File: src/include/diag_flags_defines.svh
// constants for the diagnostic error-flag block: field positions,
// serial framing, crc and timing figures.
// assumes inclusion by bare name from the package and the rtl files.
`ifndef DIAG_FLAGS_DEFINES_SVH
`define DIAG_FLAGS_DEFINES_SVH

// ----------------------------------------------------------------
// register map
// ----------------------------------------------------------------
`define REG_WIDTH          24
`define NUM_REGS           4
`define IDX_W              2
`define IDX_PAD            6
`define ADDR_W             6
`define STATUS_ADDR        6'h06
`define CTRL_IDX           2'h1
`define CTRL_FRAME_CRC_BIT 0
`define DEF_REG0           24'h000000
`define DEF_REG1           24'h000000
`define DEF_REG2           24'h000000
`define DEF_REG3           24'h000000

// ----------------------------------------------------------------
// error status bit positions
// ----------------------------------------------------------------
`define BIT_NEG_UV         12
`define BIT_REF_MISS       11
`define BIT_DLDO           9
`define BIT_ALDO           7
`define BIT_WR_BLOCK       6
`define BIT_SCLK_CNT       5
`define BIT_READ           4
`define BIT_LINK_CRC       2
`define BIT_MAP_CRC        1
`define BIT_ROM_CRC        0
`define STICKY_MASK        24'h001AB7

// ----------------------------------------------------------------
// serial framing
// ----------------------------------------------------------------
`define CMD_READ_BIT       6
`define CNT_W              6
`define CNT_MAX            6'h3F
`define SHIFT_W            40
`define CMD_BITS           6'h08
`define FRAME_BITS         6'h20
`define FRAME_CRC_BITS     6'h28
`define BYTE_REM_W         3

// ----------------------------------------------------------------
// crc and timing
// ----------------------------------------------------------------
`define CRC_W              8
`define CRC_POLY           8'h07
`define CRC_INIT           8'h00
`define TIMER_W            32
`define CLK_PERIOD_NS      50
`define CHECK_PERIOD_NS    1000000

`endif

File: src/include/diag_flags_pkg.sv
// types for the diagnostic error-flag block.
// assumes the defines header is on the include path.
package diag_flags_pkg;
  `include "diag_flags_defines.svh"

  typedef enum logic [1:0] {ROM_SCAN, IDLE, REF_SCAN, CHECK_SCAN}
    scan_state_type;

  typedef struct packed {
    logic                                   sclk_q;
    logic                                   cs_n_q;
    logic [`CNT_W-1:0]                      bit_cnt;
    logic [`SHIFT_W-1:0]                    shift_in;
    logic [`REG_WIDTH-1:0]                  shift_out;
    logic                                   dout;
    logic                                   rd_cmd;
    logic [`NUM_REGS-1:0][`REG_WIDTH-1:0]   regs;
    logic [`REG_WIDTH-1:0]                  err;
    scan_state_type                         scan;
    logic [`IDX_W-1:0]                      idx;
    logic [`CRC_W-1:0]                      crc_acc;
    logic [`CRC_W-1:0]                      ref_crc;
    logic [`TIMER_W-1:0]                    timer;
  } state_type;
endpackage : diag_flags_pkg

File: src/rtl/pin_sync.sv
// two-stage synchroniser bank for pins from outside the ref_clk domain.
// assumes ref_clk, nrst and clk_en of the enclosing block.
`timescale 1ns/1ps
module pin_sync #(
  parameter int                 WIDTH     = 1,
  parameter logic [WIDTH-1:0]   RESET_VAL = '0
) (
  input  wire logic             ref_clk,
  input  wire logic             nrst,
  input  wire logic             clk_en,
  input  wire logic [WIDTH-1:0] d,
  output logic      [WIDTH-1:0] q
);
  typedef struct packed {
    logic [WIDTH-1:0] meta;
    logic [WIDTH-1:0] stable;
  } sync_state_type;

  sync_state_type st;
  sync_state_type next_st;

  // meta feeds only the second stage
  always_comb begin
    next_st.meta   = d;
    next_st.stable = st.meta;
  end

  always_ff @(posedge ref_clk or negedge nrst) begin
    if (!nrst) begin
      st <= {RESET_VAL, RESET_VAL};
    end else if (clk_en) begin
      st <= next_st;
    end
  end

  assign q = st.stable;
endmodule : pin_sync

File: src/rtl/diag_error_flags.sv
// diagnostic error flags, register map crc guard and serial slave.
// assumes a host as serial master (sclk idles high, data sampled on
// the rising edge) and analog detectors giving active-high levels.
//
// Overview of operation
// - set bit 12 when the negative analog input is undervoltage.
// - set bit 11 when the selected reference is open or below 0.7 V.
// - set bit 9 on a digital regulator fault.
// - set bit 7 on an analog regulator fault.
// - discard every register write while the register crc check runs.
// - bit 6 is high exactly while the register crc check runs.
// - set bit 5 when a frame's clock count is not a multiple of 8 or is 64 or more.
// - set bit 4 when a serial read fails.
// - set bit 2 when a frame's checksum does not match.
// - after each register write, compute and keep a reference crc.
// - recheck the map crc periodically; set bit 1 on mismatch.
// - at power-up check the default-value rom crc; set bit 0 on fault.
`timescale 1ns/1ps
`include "diag_flags_defines.svh"
module diag_error_flags
  import diag_flags_pkg::*;
#(
  parameter int unsigned     check_period_cycles =
    `CHECK_PERIOD_NS / `CLK_PERIOD_NS,
  parameter logic [`CRC_W-1:0] rom_ref_crc = rom_crc()
) (
  input  wire logic                   ref_clk,
  input  wire logic                   nrst,
  input  wire logic                   clk_en,
  input  wire logic                   sclk,
  input  wire logic                   cs_n,
  input  wire logic                   din,
  output logic                        dout,
  input  wire logic                   neg_input_undervoltage_det,
  input  wire logic                   reference_missing_det,
  input  wire logic                   digital_regulator_fault_det,
  input  wire logic                   analog_regulator_fault_det,
  output logic [`REG_WIDTH-1:0]       error_status
);

  // ----------------------------------------------------------------
  // functions
  // ----------------------------------------------------------------
  function automatic logic [`CRC_W-1:0] crc8_word(
    input logic [`CRC_W-1:0] crc_in,
    input logic [31:0]       data
  );
    logic [`CRC_W-1:0] c;
    logic              fb;
    c = crc_in;
    for (int i = 31; i >= 0; i--) begin
      fb = c[`CRC_W-1] ^ data[i];
      c  = {c[`CRC_W-2:0], 1'b0};
      if (fb) begin
        c = c ^ `CRC_POLY;
      end
    end
    return c;
  endfunction : crc8_word

  function automatic logic [`REG_WIDTH-1:0] rom_value(
    input logic [`IDX_W-1:0] idx
  );
    logic [`REG_WIDTH-1:0] v;
    v = `DEF_REG0;
    unique case (idx)
      2'h0: v = `DEF_REG0;
      2'h1: v = `DEF_REG1;
      2'h2: v = `DEF_REG2;
      2'h3: v = `DEF_REG3;
    endcase
    return v;
  endfunction : rom_value

  // map entries carry their index so swapped words also show up
  function automatic logic [31:0] scan_word(
    input logic [`IDX_W-1:0]     idx,
    input logic [`REG_WIDTH-1:0] value
  );
    return {{`IDX_PAD{1'b0}}, idx, value};
  endfunction : scan_word

  function automatic logic [`CRC_W-1:0] rom_crc();
    logic [`CRC_W-1:0] c;
    c = `CRC_INIT;
    for (int i = 0; i < `NUM_REGS; i++) begin
      c = crc8_word(c, scan_word(`IDX_W'(i), rom_value(`IDX_W'(i))));
    end
    return c;
  endfunction : rom_crc

  // ----------------------------------------------------------------
  // pin synchronisers
  // ----------------------------------------------------------------
  logic [6:0] pins_sync;
  logic       sclk_s;
  logic       cs_n_s;
  logic       din_s;
  logic       uv_s;
  logic       ref_s;
  logic       dldo_s;
  logic       aldo_s;

  // cs_n and sclk idle high so no false frame is seen after reset
  pin_sync #(
    .WIDTH     (7),
    .RESET_VAL (7'h03)
  ) u_pin_sync (
    .ref_clk (ref_clk),
    .nrst    (nrst),
    .clk_en  (clk_en),
    .d       ({analog_regulator_fault_det, digital_regulator_fault_det,
                reference_missing_det, neg_input_undervoltage_det,
                din, cs_n, sclk}),
    .q       (pins_sync)
  );

  assign {aldo_s, dldo_s, ref_s, uv_s, din_s, cs_n_s, sclk_s} = pins_sync;

  // ----------------------------------------------------------------
  // state update
  // ----------------------------------------------------------------
  state_type st;
  state_type next_st;

  always_comb begin
    logic                    sclk_rise;
    logic                    sclk_fall;
    logic                    frame_on;
    logic                    frame_end;
    logic                    clear_rd;
    logic                    crc_on;
    logic                    crc_ok;
    logic [`REG_WIDTH-1:0]   set;
    logic [7:0]              cmd;
    logic [`REG_WIDTH-1:0]   wdata;
    logic [`CNT_W-1:0]       expect_bits;
    logic [`CRC_W-1:0]       c;
    logic [`REG_WIDTH-1:0]   value;
    sclk_rise   = sclk_s && !st.sclk_q;
    sclk_fall   = !sclk_s && st.sclk_q;
    frame_on    = !cs_n_s;
    frame_end   = cs_n_s && !st.cs_n_q;
    clear_rd    = 1'b0;
    crc_on      = st.regs[`CTRL_IDX][`CTRL_FRAME_CRC_BIT];
    crc_ok      = 1'b1;
    set         = '0;
    cmd         = '0;
    wdata       = '0;
    expect_bits = `FRAME_BITS;
    c           = '0;
    value       = '0;
    next_st     = st;
    next_st.sclk_q = sclk_s;
    next_st.cs_n_q = cs_n_s;

    set[`BIT_NEG_UV]   = uv_s;
    set[`BIT_REF_MISS] = ref_s;
    set[`BIT_DLDO]     = dldo_s;
    set[`BIT_ALDO]     = aldo_s;

    // scan engine: one map word per cycle
    unique case (st.scan)
      IDLE: begin
        next_st.timer = st.timer + `TIMER_W'(1);
        if (st.timer == `TIMER_W'(check_period_cycles - 1)) begin
          next_st.scan    = CHECK_SCAN;
          next_st.timer   = '0;
          next_st.idx     = '0;
          next_st.crc_acc = `CRC_INIT;
        end
      end
      ROM_SCAN, REF_SCAN, CHECK_SCAN: begin
        value = (st.scan == ROM_SCAN) ? rom_value(st.idx)
                                      : st.regs[st.idx];
        c = crc8_word(st.crc_acc, scan_word(st.idx, value));
        next_st.crc_acc = c;
        next_st.idx     = st.idx + `IDX_W'(1);
        if (st.idx == `IDX_W'(`NUM_REGS - 1)) begin
          next_st.scan = IDLE;
          if (st.scan == ROM_SCAN) begin
            set[`BIT_ROM_CRC] = (c != rom_ref_crc);
            next_st.ref_crc   = c;
          end else if (st.scan == REF_SCAN) begin
            next_st.ref_crc = c;
          end else begin
            set[`BIT_MAP_CRC] = (c != st.ref_crc);
          end
        end
      end
    endcase

    // ----------------------------------------------------------------
    // serial slave
    // ----------------------------------------------------------------
    if (st.cs_n_q && !cs_n_s) begin
      next_st.bit_cnt = '0;
      next_st.rd_cmd  = 1'b0;
    end

    if (frame_on && sclk_rise) begin
      next_st.shift_in = {st.shift_in[`SHIFT_W-2:0], din_s};
      if (st.bit_cnt != `CNT_MAX) begin
        next_st.bit_cnt = st.bit_cnt + `CNT_W'(1);
      end
      if (st.bit_cnt == `CMD_BITS - `CNT_W'(1)) begin
        cmd = {st.shift_in[6:0], din_s};
        if (cmd[`CMD_READ_BIT]) begin
          next_st.rd_cmd = 1'b1;
          if (cmd[`ADDR_W-1:0] == `STATUS_ADDR) begin
            next_st.shift_out = st.err;
            clear_rd          = 1'b1;
          end else if (cmd[`ADDR_W-1:0] < `ADDR_W'(`NUM_REGS)) begin
            next_st.shift_out = st.regs[cmd[`IDX_W-1:0]];
          end else begin
            next_st.shift_out = '0;
            set[`BIT_READ]    = 1'b1;
          end
        end
      end
    end

    // first data bit goes out on the fall after the command byte
    if (frame_on && sclk_fall && st.rd_cmd) begin
      next_st.dout      = st.shift_out[`REG_WIDTH-1];
      next_st.shift_out = {st.shift_out[`REG_WIDTH-2:0], 1'b0};
    end

    if (frame_end) begin
      if (st.bit_cnt[`BYTE_REM_W-1:0] != '0) begin
        set[`BIT_SCLK_CNT] = 1'b1;
      end else if (!st.rd_cmd) begin
        if (crc_on) begin
          expect_bits = `FRAME_CRC_BITS;
          cmd         = st.shift_in[39:32];
          wdata       = st.shift_in[31:8];
          crc_ok = crc8_word(`CRC_INIT, {cmd, wdata})
                   == st.shift_in[`CRC_W-1:0];
        end else begin
          cmd   = st.shift_in[31:24];
          wdata = st.shift_in[`REG_WIDTH-1:0];
        end
        if (st.bit_cnt == expect_bits && !cmd[`CMD_READ_BIT]) begin
          if (!crc_ok) begin
            set[`BIT_LINK_CRC] = 1'b1;
          end else if (st.scan != IDLE) begin
            // write dropped, map untouched
            next_st.scan = st.scan;
          end else if (cmd[`ADDR_W-1:0] < `ADDR_W'(`NUM_REGS)) begin
            next_st.regs[cmd[`IDX_W-1:0]] = wdata;
            next_st.scan    = REF_SCAN;
            next_st.idx     = '0;
            next_st.crc_acc = `CRC_INIT;
            next_st.timer   = '0;
          end
        end
      end
    end

    if (!cs_n_s) begin
      next_st.dout = next_st.dout;
    end else begin
      next_st.dout = 1'b0;
    end

    // set wins over the clear of a status read
    next_st.err = ((clear_rd ? (st.err & ~`STICKY_MASK) : st.err)
                   | set) & `STICKY_MASK;
    next_st.err[`BIT_WR_BLOCK] = (next_st.scan == CHECK_SCAN);
  end

  always_ff @(posedge ref_clk or negedge nrst) begin
    if (!nrst) begin
      st        <= '0;
      st.sclk_q <= 1'b1;
      st.cs_n_q <= 1'b1;
      st.scan   <= ROM_SCAN;
      st.crc_acc <= `CRC_INIT;
      st.regs   <= {`DEF_REG3, `DEF_REG2, `DEF_REG1, `DEF_REG0};
    end else if (clk_en) begin
      st <= next_st;
    end
  end

  assign dout         = st.dout;
  assign error_status = st.err;
endmodule : diag_error_flags

File: config.mk
export PLATFORM = sky130hd
export DESIGN_NAME = diag_error_flags
export DESIGN_NICKNAME = d
export VERILOG_FILES = /design/src/include/diag_flags_pkg.sv /design/src/rtl/pin_sync.sv /design/src/rtl/diag_error_flags.sv
export VERILOG_INCLUDE_DIRS = /design/src /design/src/include
export SDC_FILE = /design/constraint.sdc
export NUM_CORES = 1
export LEC_CHECK = 0
export ABC_CLOCK_PERIOD_IN_PS = 10100
export BUFFER_PORTS_ARGS = -buffer_cell sky130_fd_sc_hd__buf_2
export CORE_ASPECT_RATIO = 0.6
export CORE_MARGIN = 3
export CORE_UTILIZATION = 40
export CTS_BUF_LIST = sky130_fd_sc_hd__clkbuf_4 sky130_fd_sc_hd__clkbuf_8
export CTS_CLUSTER_DIAMETER = 200
export DETAILED_ROUTE_END_ITERATION = 16
export SYNTH_ARGS = -nofsm -noshare
export SYNTH_HDL_FRONTEND = slang
export SYNTH_HIERARCHICAL = 1
export SYNTH_SLANG_ARGS = --single-unit
File: constraint.sdc
create_clock -name ref_clk -period 10.1 [get_ports ref_clk]
set_input_delay 0.505 -clock ref_clk [delete_from_list [all_inputs] [get_ports ref_clk]]
set_output_delay 0.505 -clock ref_clk [all_outputs]
set_load 0.02 [all_outputs]
==> impl_metrics.ini, run 1 <==
[place]
place_hpwl_um = 23690
place.port_buffers = 20
routabilityCongestion = 0.8338

[detailed_routing]
drcViolationCount = 0
post_drt_via_cell_ratio = 5.419
drt-wirelength-per-cell_um = 20.49
vias = 9110
drt-pass1-iter-count = 5
first_iter_violations = 705
ant_nets = 0
drt_wl_total_um = 34440

[timing]
maxClockFrequency_mhz = 233.6
finalHoldViolCount = 0
fin_worst_skew_ns = 0.03760
finalSetupViolCount = 0
timing.final.crit_share_pct = 42.38
timing_worst_slew_pin_value_ns = 1.159
whs_ns = 0.1628
rsz0062_at_grt = no
final_max_tran_viols = 0
relSlewSlack_pct = 22.75
post-route-min-period_ns = 4.281
final.setup.tns_ns = 0

[clock_tree]
tritoncts = done
clkSinkCount = 246
cts_setup_buffers = 0
clockRootBuffer = clkbuf_8
path_clk_slew_ns = 0.07
cts_hold_repair.buffers = 1
cts-resized-gates = 0
clock_latency_ns = 0.58
cts_made_buffers = 40
clock_tree.buffer_depth = 3
clock_tree.htree_level_count = 2

[synth]
post_synth_edffs = 0
synth_warnings = 6
total_of_flip_flops_plus_latches_after_synthesis = 246
synth_sequential_area_ratio_pct = 42.10
synthesized_area_per_cell_um2 = 12.43
postSynthCellCount = 1178
syn_area_um2 = 14640
post_synth_num_cell_types = 70
async_flop_share_pct = 100.0
postSynth.topFlopCell = dfrtp_1

[min_path]
min-delay-start = sclk
min-delay-path-class = input port to flop

[critical_path]
startpoint_type = flop
worst_setup_path_end_kind = flop
path_cells = buf_4 -> mux4_2 -> xor2_1 -> xnor2_1 -> nor2_1 -> xnor2_1 -> xor3_1 -> xor2_1 -> xnor2_1 -> and4b_1 -> nand4_1 -> a22o_1
timing_worst_setup_path_type = flop to flop
r2r-start = st[48]$_DFFE_PN0P_
critical-path-slowest-cell = mux4_2
critical_path.most_common_cell = xnor2_1
worst-endpoint-arrival_ns = 4.74
timing.critical_path.fanout_max = 35
cp-startpoint = st[48]$_DFFE_PN0P_
timing.critical_path.slowest_cell_delay_ns = 0.59
critical_path_required_ns = 10.56

[die]
core_area_um2 = 35540
fp-row-count = 53
dieArea_um2 = 39010
die_height_um = 154.2
start_util_pct = 41.19
die_x_um = 253.0
floorplan.io_pins = 35

[cells_and_area]
antennaDiodeCount = 0
area_growth_pct = 8.956
post_route_cells_drive_above_1_share_pct = 29.82
final_nets = 1197
finalCoreUtilization_pct = 44.88
fill_cells = 3209

[global_route]
grt_antenna_before_repair = 0
grt_start_max_net_pins = 150
gr-usage-all-layers_pct = 18.03
wire_length_of_the_first_global_routing_pass_um = 54800
vias_in_the_first_global_route = 8883
grt.overflow.total = 0

[power_and_ir_drop]
p_leak_nw = 7.490
cellPowerDensity_nw_per_um2 = 402.3
ir_worst_vdd_v = 0.0008923

[run_status]
status = finished clean

[flow_run]
max-cap-violations = 0
[cells in the final DEF, fill, tap and decap left out, drive strengths merged, types with 12 or more instances in the layout]
master  instances
a22oi          24
dfrtp         240
mux4           45
xnor2         127
nand2          88
xnor3          25
inv            13
nand3          17
and3           14
o21ai          32
nor3           13
nor2           82
xor2           61
a21oi          18
clkbuf         65
nand4          12
mux2          176
conb           14
buf            32
[sequential cells by signal, indices dropped and copies added, names as in the netlist]
signal and cells:
dout 1, error_status 10, st 221, u_pin_sync/next_st 7, u_pin_sync/q 7
[worst max-delay path: cells and delay by family (launching register included)]
kind | cells | cell delay, ns
muxes | 1 | 0.59
AOI/OAI and AO/OA | 1 | 0.21
DFF | 1 | 0.34
and+or+nand+nor | 3 | 0.43
xor gates and xnor gates | 6 | 2.06
buffers and inverters | 1 | 0.49
[power breakdown]
group / switching, W / internal (W) / total, W
sequential: 0.000124 / 0.00108 / 0.00120
combinational: 0.00220 / 0.00198 / 0.00418
clock: 0.000433 / 0.000599 / 0.00103
total: 0.00276 / 0.00366 / 0.00642
[routing by layer]
| metal | up-vias | wire length [um] | track usage (%) | part of all wire [%] |
|---|---|---|---|---|
| met2 | 243 | 12610 | 22.17 | 37 |
| met3 | 41 | 2322 | 4.034 | 6.7 |
| met5 | - | 0 | 0 | 0 |
| met1 | 4668 | 18970 | 30.98 | 55 |
| met4 | 0 | 535 | 3.482 | 1.6 |
| li1 | 4158 | - | - | - |
[cell usage after synthesis, types with 24 or more instances]
cell      count  area, um2
nor2_1       80      300.3
clkbuf_1     35      131.4
mux4_2       45       1013
mux2_2       96       1081
xor2_1       60      525.5
mux2_4       80       1201
dfrtp_1     240       6006
o21ai_0      30      150.1
a22oi_1      24      180.2
nand2_1      86      322.8
xnor2_1     119       1042
buf_4        27      202.7
[cell type report]
class / instances / area [um2] / area share, %
Clock buffer: 65 / 825.8 / 5.176
Clock inverter: 9 / 132.6 / 0.8314
Inverter: 11 / 41.29 / 0.2588
Multi-Input combinational cell: 850 / 7980 / 50.02
Sequential cell: 246 / 6166 / 38.65
Tap cell: 467 / 584.3 / 3.663
Timing Repair Buffer: 33 / 222.7 / 1.396
[cells by family (layout without fill, tap and decap cells)]
logic type,after synthesis,after routing,synth area share [%]
AO/OA/AOI/OAI,116,116,5.555
multiplexers,231,231,23.19
other,1,14,0.02561
AND/OR/NAND/NOR,268,268,8.776
buffers and inverters,95,118,3.845
adder cells (fa/ha/maj),5,5,0.4273
XOR/XNOR,216,216,16.08
flip-flops,246,246,42.10
[worst paths after layout]
kind	to	slack, ns	cells past startpoint
setup / recovery	error_status[0]$_DFFE_PN0P_	5.82	12
hold / removal	u_pin_sync/next_st[0]$_DFFE_PN1P_	0.16	2
setup reg to reg	error_status[0]$_DFFE_PN0P_	5.82	12
hold reg to reg	error_status[12]$_DFFE_PN0P_	0.50	1
max in group asynchronous	st[93]$_DFFE_PN0P_	8.21	3
min in group asynchronous	st[22]$_DFFE_PN0P_	0.55	2
[through the flow]
stage | total power [W] | setup WS [ns] | area [um2] | std cells
detailed placement | 0.005335 | 5.848 | 14980 | 1606
global placement | 0.005337 | 5.852 | 14980 | 1606
finish | 0.006418 | 5.819 | 15950 | 1681
floorplan | 0.004532 | 6.372 | 14690 | 1191
global route | 0.006839 | 5.473 | 15950 | 1681
CTS | 0.006403 | 5.844 | 15950 | 1681
(Power assumes the default switching activity.)
==> run 2, diff against run 1 <==
--- a/config.mk
+++ b/config.mk
@@ -6,7 +6,7 @@
 export SDC_FILE = /design/constraint.sdc
 export NUM_CORES = 1
 export LEC_CHECK = 0
-export ABC_CLOCK_PERIOD_IN_PS = 10100
+export ABC_CLOCK_PERIOD_IN_PS = 3550
 export BUFFER_PORTS_ARGS = -buffer_cell sky130_fd_sc_hd__buf_2
 export CORE_ASPECT_RATIO = 0.6
 export CORE_MARGIN = 3
==> constraint.sdc (replaced) <==
create_clock -name ref_clk -period 3.55 [get_ports ref_clk]
set_input_delay 0.1775 -clock ref_clk [delete_from_list [all_inputs] [get_ports ref_clk]]
set_output_delay 0.1775 -clock ref_clk [all_outputs]
set_load 0.02 [all_outputs]
==> run 2 against run 1 <==
The flow now finishes with violations (setup timing). Design area grew 13%. Global-route usage up 1.7 points. Maximum frequency increased by 18%. Flip-flop and latch count stayed put. Register-to-register slack lost 5.9 ns. Critical path type unchanged.
==> impl_metrics.ini, run 2 (synthesis gave the netlist of run 1 again) <==
[min_path]
min-delay-path-class = input port to flop

[cells_and_area]
largest_reg_flops = 221
fill_cells = 3046
final_nets = 1361
layout.cells.most_common = dfrtp_1
antennaDiodeCount = 0
post_route_cells_drive_above_1_share_pct = 42.98
area_growth_pct = 22.70
mostFrequentLayoutCells = dfrtp_1 (233), buf_4 (136), mux2_2 (96)
largest-register = st
layout.cell_area.non_filler_um2 = 17960
layoutNonFillerInstCount = 1842

[detailed_routing]
drcViolationCount = 0
ant_nets = 0
drt-pass1-iter-count = 5
post_drt_via_cell_ratio = 5.319
drt-wirelength-per-cell_um = 21.14
first_iter_violations = 748
drt_wl_total_um = 38940
vias = 9798

[timing]
relSlewSlack_pct = 39.00
maxClockFrequency_mhz = 276.4
rsz0062_at_grt = yes
timing_worst_slew_pin_value_ns = 0.9150
final_max_tran_viols = 0
timing.final.crit_share_pct = 101.9
fin_worst_skew_ns = 0.04294
post-route-min-period_ns = 3.618
final.setup.tns_ns = -2.886
finalSetupViolCount = 91
finalHoldViolCount = 0
layout_setup_ws_ns = -0.06824

[die]
dieArea_um2 = 39010
fp-row-count = 53
floorplan.io_pins = 35
die_height_um = 154.2
core_area_um2 = 35540
die_x_um = 253.0
start_util_pct = 41.19

[global_route]
grt_start_max_net_pins = 112
wire_length_of_the_first_global_routing_pass_um = 59410
grt_antenna_before_repair = 0
gr-usage-all-layers_pct = 19.68
vias_in_the_first_global_route = 9741
grt.overflow.total = 0

[critical_path]
critical_path_required_ns = 3.98
worst-endpoint-arrival_ns = 4.05
timing.critical_path.fanout_max = 12
startpoint_type = flop
timing_worst_setup_path_type = flop to flop
worst_setup_path_end_kind = flop

[clock_tree]
clkSinkCount = 246
clock_latency_ns = 0.58
path_clk_slew_ns = 0.07
clock_tree.htree_level_count = 2
clockRootBuffer = clkbuf_8
clock_tree.buffer_depth = 3
cts_made_buffers = 40
tritoncts = done

[run_status]
status = finished with violations
failed_checks = setup timing

[flow_run]
max-cap-violations = 0

[place]
place.detailed.instances = 1728
placed_area_um2 = 16060
place_hpwl_um = 27570
routabilityCongestion = 0.8249
place.port_buffers = 20
==> run 2: cell count changes in the layout (fill, tap and decap cells not counted), sizes merged <==
| cell | before | now |
|---|---|---|
| buf | 32 | 187 |
| clkbuf | 65 | 61 |
| dlygate4sd3 | 1 | 8 |
| clkinv | 3 | 7 |
| bufinv | 3 | 2 |
==> run 2: final timing paths <==
kind | startpoint | to | slack [ns] | cells past startpoint
max | st[224]$_DFFE_PN0P_ | st[76]$_DFFE_PN0P_ | -0.07 | 13
min | clk_en | st[238]$_DFFE_PN0P_ | 0.09 | 3
max reg2reg | st[224]$_DFFE_PN0P_ | st[76]$_DFFE_PN0P_ | -0.07 | 13
min reg2reg | u_pin_sync/q[3]$_DFFE_PN0P_ | error_status[12]$_DFFE_PN0P_ | 0.49 | 1
max in group asynchronous | nrst | st[111]$_DFFE_PN0P_ | 2.42 | 3
min in group asynchronous | nrst | st[22]$_DFFE_PN0P_ | 0.24 | 2
==> run 2: stage by stage <==
step           util, %  hold slack, ns  setup slack (ns)
2_1_floorplan        -         -0.1181          0.008012
3_3_place_gp     45.18          0.3196          -0.09821
3_5_place_dp     45.18          0.3236           -0.1528
4_1_cts          48.75         0.06578          -0.03472
5_1_grt          50.54         0.09981           -0.1945
6_report         50.54         0.08875          -0.06824
==> run 2: cell type report <==
class	instances	area [um2]	area share [%]
clock inverters	12	122.6	0.6825
repair buffers	197	1757	9.779
inverters	11	41.29	0.2298
well taps	467	584.3	3.253
flip-flops and latches	246	6172	34.36
clock buffers	59	768.2	4.276
multi-input cells	850	8519	47.42
==> run 2: routing by layer <==
metal	vias to the layer above	wire, um	GRT usage (%)
li1	4492	-	-
met1	5016	20610	32.51
met2	251	14860	24.78
met3	39	3062	6.202
met4	0	405	2.934
met5	-	0	0
==> run 2: timing repair <==
action | 4_1_cts | 5_1_grt
gates cloned | 0 | 5
hold buffers | 8 | 0
resized for setup | 38 | 68
endpoints found under the hold margin | 109 | 0
endpoints found under the setup margin | 130 | 143
buffers inserted | 7 | 23
pin swaps | 17 | 49
==> run 2: worst max-delay path, cell delays in order, from the launching register on <==
cell	delay, ns
dfrtp_1	0.43
xor3_1	0.44
buf_6	0.16
xnor2_4	0.16
xnor3_2	0.40
xnor3_1	0.40
xnor2_2	0.17
and3_4	0.20
nor2_1	0.08
nor2_1	0.05
o21a_4	0.26
o21ai_4	0.15
buf_12	0.22
mux2_2	0.34
Power of run 2 is not shown: default switching activity piles up to over one toggle a cycle in this logic, so the estimate is an artifact.
==> run 3, diff against run 2 <==
==> constraint.sdc (replaced) <==
create_clock -name ref_clk -period 3.55 [get_ports ref_clk]
set_input_delay 0.355 -clock ref_clk [delete_from_list [all_inputs] [get_ports ref_clk]]
set_output_delay 0.355 -clock ref_clk [all_outputs]
set_load 0.02 [all_outputs]
==> run 3 against run 2 <==
The run still ends with setup timing left. Clock skew decreased by 0.016 ns. Worst setup slack improved by 0.014 ns. Register-to-register slack about the same. Worst hold slack got worse by 0.059 ns. Non-clock buffer count decreased by 21. Via count decreased by 0.99%. Critical path type unchanged. Critical endpoint is now st[11]$_DFFE_PN0P_. Highest routed layer unchanged.
==> impl_metrics.ini, run 3 (synthesis gave the netlist of run 1 again) <==
[run_status]
status = finished with violations
failed_checks = setup timing

[die]
core_area_um2 = 35540
fp-row-count = 53
die_height_um = 154.2
die_x_um = 253.0
floorplan.io_pins = 35
dieArea_um2 = 39010
start_util_pct = 41.19

[timing]
relSlewSlack_pct = 48.52
whs_ns = 0.02926
finalHoldViolCount = 0
final_max_tran_viols = 0
fin_worst_skew_ns = 0.02662
finalSetupViolCount = 83
layout_setup_ws_ns = -0.05444
post-route-min-period_ns = 3.604
rsz0062_at_grt = yes
timing_worst_slew_pin_value_ns = 0.7722
maxClockFrequency_mhz = 277.4
final.setup.tns_ns = -1.599
timing.final.crit_share_pct = 101.5

[critical_path]
r2r_setup_slack_ns = -0.05
cp.buffers_inverters = 3
timing.critical_path.slowest_cell_delay_ns = 0.49
r2r-start = st[236]$_DFFE_PN0P_
worst-endpoint-arrival_ns = 4.06
startpoint_type = flop
critical_path_required_ns = 4.01
worst_setup_path_end_kind = flop
worst_path_dominant_cell_family = XOR/XNOR gates
critical-path-slowest-cell = dfrtp_2
regToRegEndpoint = st[11]$_DFFE_PN0P_
timing.critical_path.fanout_max = 8
worstRegToRegCells = 14
critical_path.most_common_cell = xnor2_1
path_cells = xnor2_2 -> xnor2_1 -> xnor3_1 -> xnor2_1 -> xnor2_1 -> mux2i_2 -> buf_4 -> o2111ai_4 -> a21boi_2 -> buf_6 -> nor2_4 -> nor2_8 -> clkbuf_16 -> nor2_2
timing_worst_setup_path_type = flop to flop

[min_path]
min_to = u_pin_sync/next_st[6]$_DFFE_PN0P_
worst_hold_path.num_cells = 2
min-delay-start = analog_regulator_fault_det
min-delay-path-class = input port to flop

[clock_tree]
clock_latency_ns = 0.57
clock_tree.htree_level_count = 2
clock_tree.buffer_depth = 3
tritoncts = done
cts_made_buffers = 40
path_clk_slew_ns = 0.07
clockRootBuffer = clkbuf_8
clkSinkCount = 246

[cells_and_area]
mostFrequentLayoutCells = dfrtp_1 (234), buf_4 (122), xnor2_1 (101)
largest-register = st
final_nets = 1340
antennaDiodeCount = 0
post_route_cells_drive_above_1_share_pct = 42.98
largest_reg_flops = 221
layout.cells.most_common = dfrtp_1
area_growth_pct = 21.36
finalCoreUtilization_pct = 49.99

[global_route]
grt.overflow.total = 0
gr-usage-all-layers_pct = 19.52
grt_antenna_before_repair = 0
grt_start_max_net_pins = 93
vias_in_the_first_global_route = 9621
wire_length_of_the_first_global_routing_pass_um = 59000

[place]
routabilityCongestion = 0.8181
place_hpwl_um = 27040
place.port_buffers = 20
pre_cts_ws_ns = -0.2175

[detailed_routing]
drcViolationCount = 0
highest_metal_layer_used_by_the_detailed_router = met4
route.met2.wl_um = 14480
drt-wirelength-per-cell_um = 20.79
ant_nets = 0
drt_wl_total_um = 37860
drt-pass1-iter-count = 5
met3WireLength_um = 2794
vias = 9701
post_drt_via_cell_ratio = 5.327
detail_route.wirelength.met1_um = 20090
first_iter_violations = 676

[flow_run]
max-cap-violations = 0
[run 3: repair_timing]
item,CTS,global route
buffers inserted,8,13
hold endpoints to repair,87,0
gates resized for setup,21,110
setup endpoints to repair,140,140
cloned,0,3
pin swaps,7,51
hold buffers,5,0
[run 3: layer usage]
metal | up-vias | GRT usage, %
li1 | 4450 | -
met1 | 4976 | 32.14
met2 | 224 | 24.75
met3 | 51 | 5.697
met4 | 0 | 3.537
met5 | - | 0
[run 3: per-stage QoR]
stage / instances / instance area [um2]
after floorplan: 1191 / 14710
after global placement: 1721 / 16060
after detailed placement: 1721 / 16060
after CTS: 1805 / 17140
after global routing: 1821 / 17770
final: 1821 / 17770
[run 3: layout make-up]
type	instances	area, um2
Clock buffer	66	808.3
Clock inverter	5	31.28
Fill cell	3060	17770
Inverter	11	43.79
Multi-Input combinational cell	850	8539
Sequential cell	246	6171
Tap cell	467	584.3
Timing Repair Buffer	176	1592
[run 3: worst max path at each step]
stage / from / to / slack (ns) / cells past startpoint
6_report: st[236]$_DFFE_PN0P_ / st[11]$_DFFE_PN0P_ / -0.05 / 14
3_5_place_dp: st[236]$_DFFE_PN0P_ / st[85]$_DFFE_PN0P_ / -0.22 / 12
4_1_cts: st[227]$_DFFE_PN0P_ / st[46]$_DFFE_PN0P_ / -0.03 / 13
3_3_place_gp: st[236]$_DFFE_PN0P_ / st[80]$_DFFE_PN0P_ / -0.14 / 12
5_1_grt: st[123]$_DFFE_PN0P_ / error_status[1]$_DFFE_PN0P_ / -0.22 / 14
2_1_floorplan: st[49]$_DFFE_PN0P_ / error_status[1]$_DFFE_PN0P_ / 0.008 / 15
Power of run 3 is left out for the same reason.
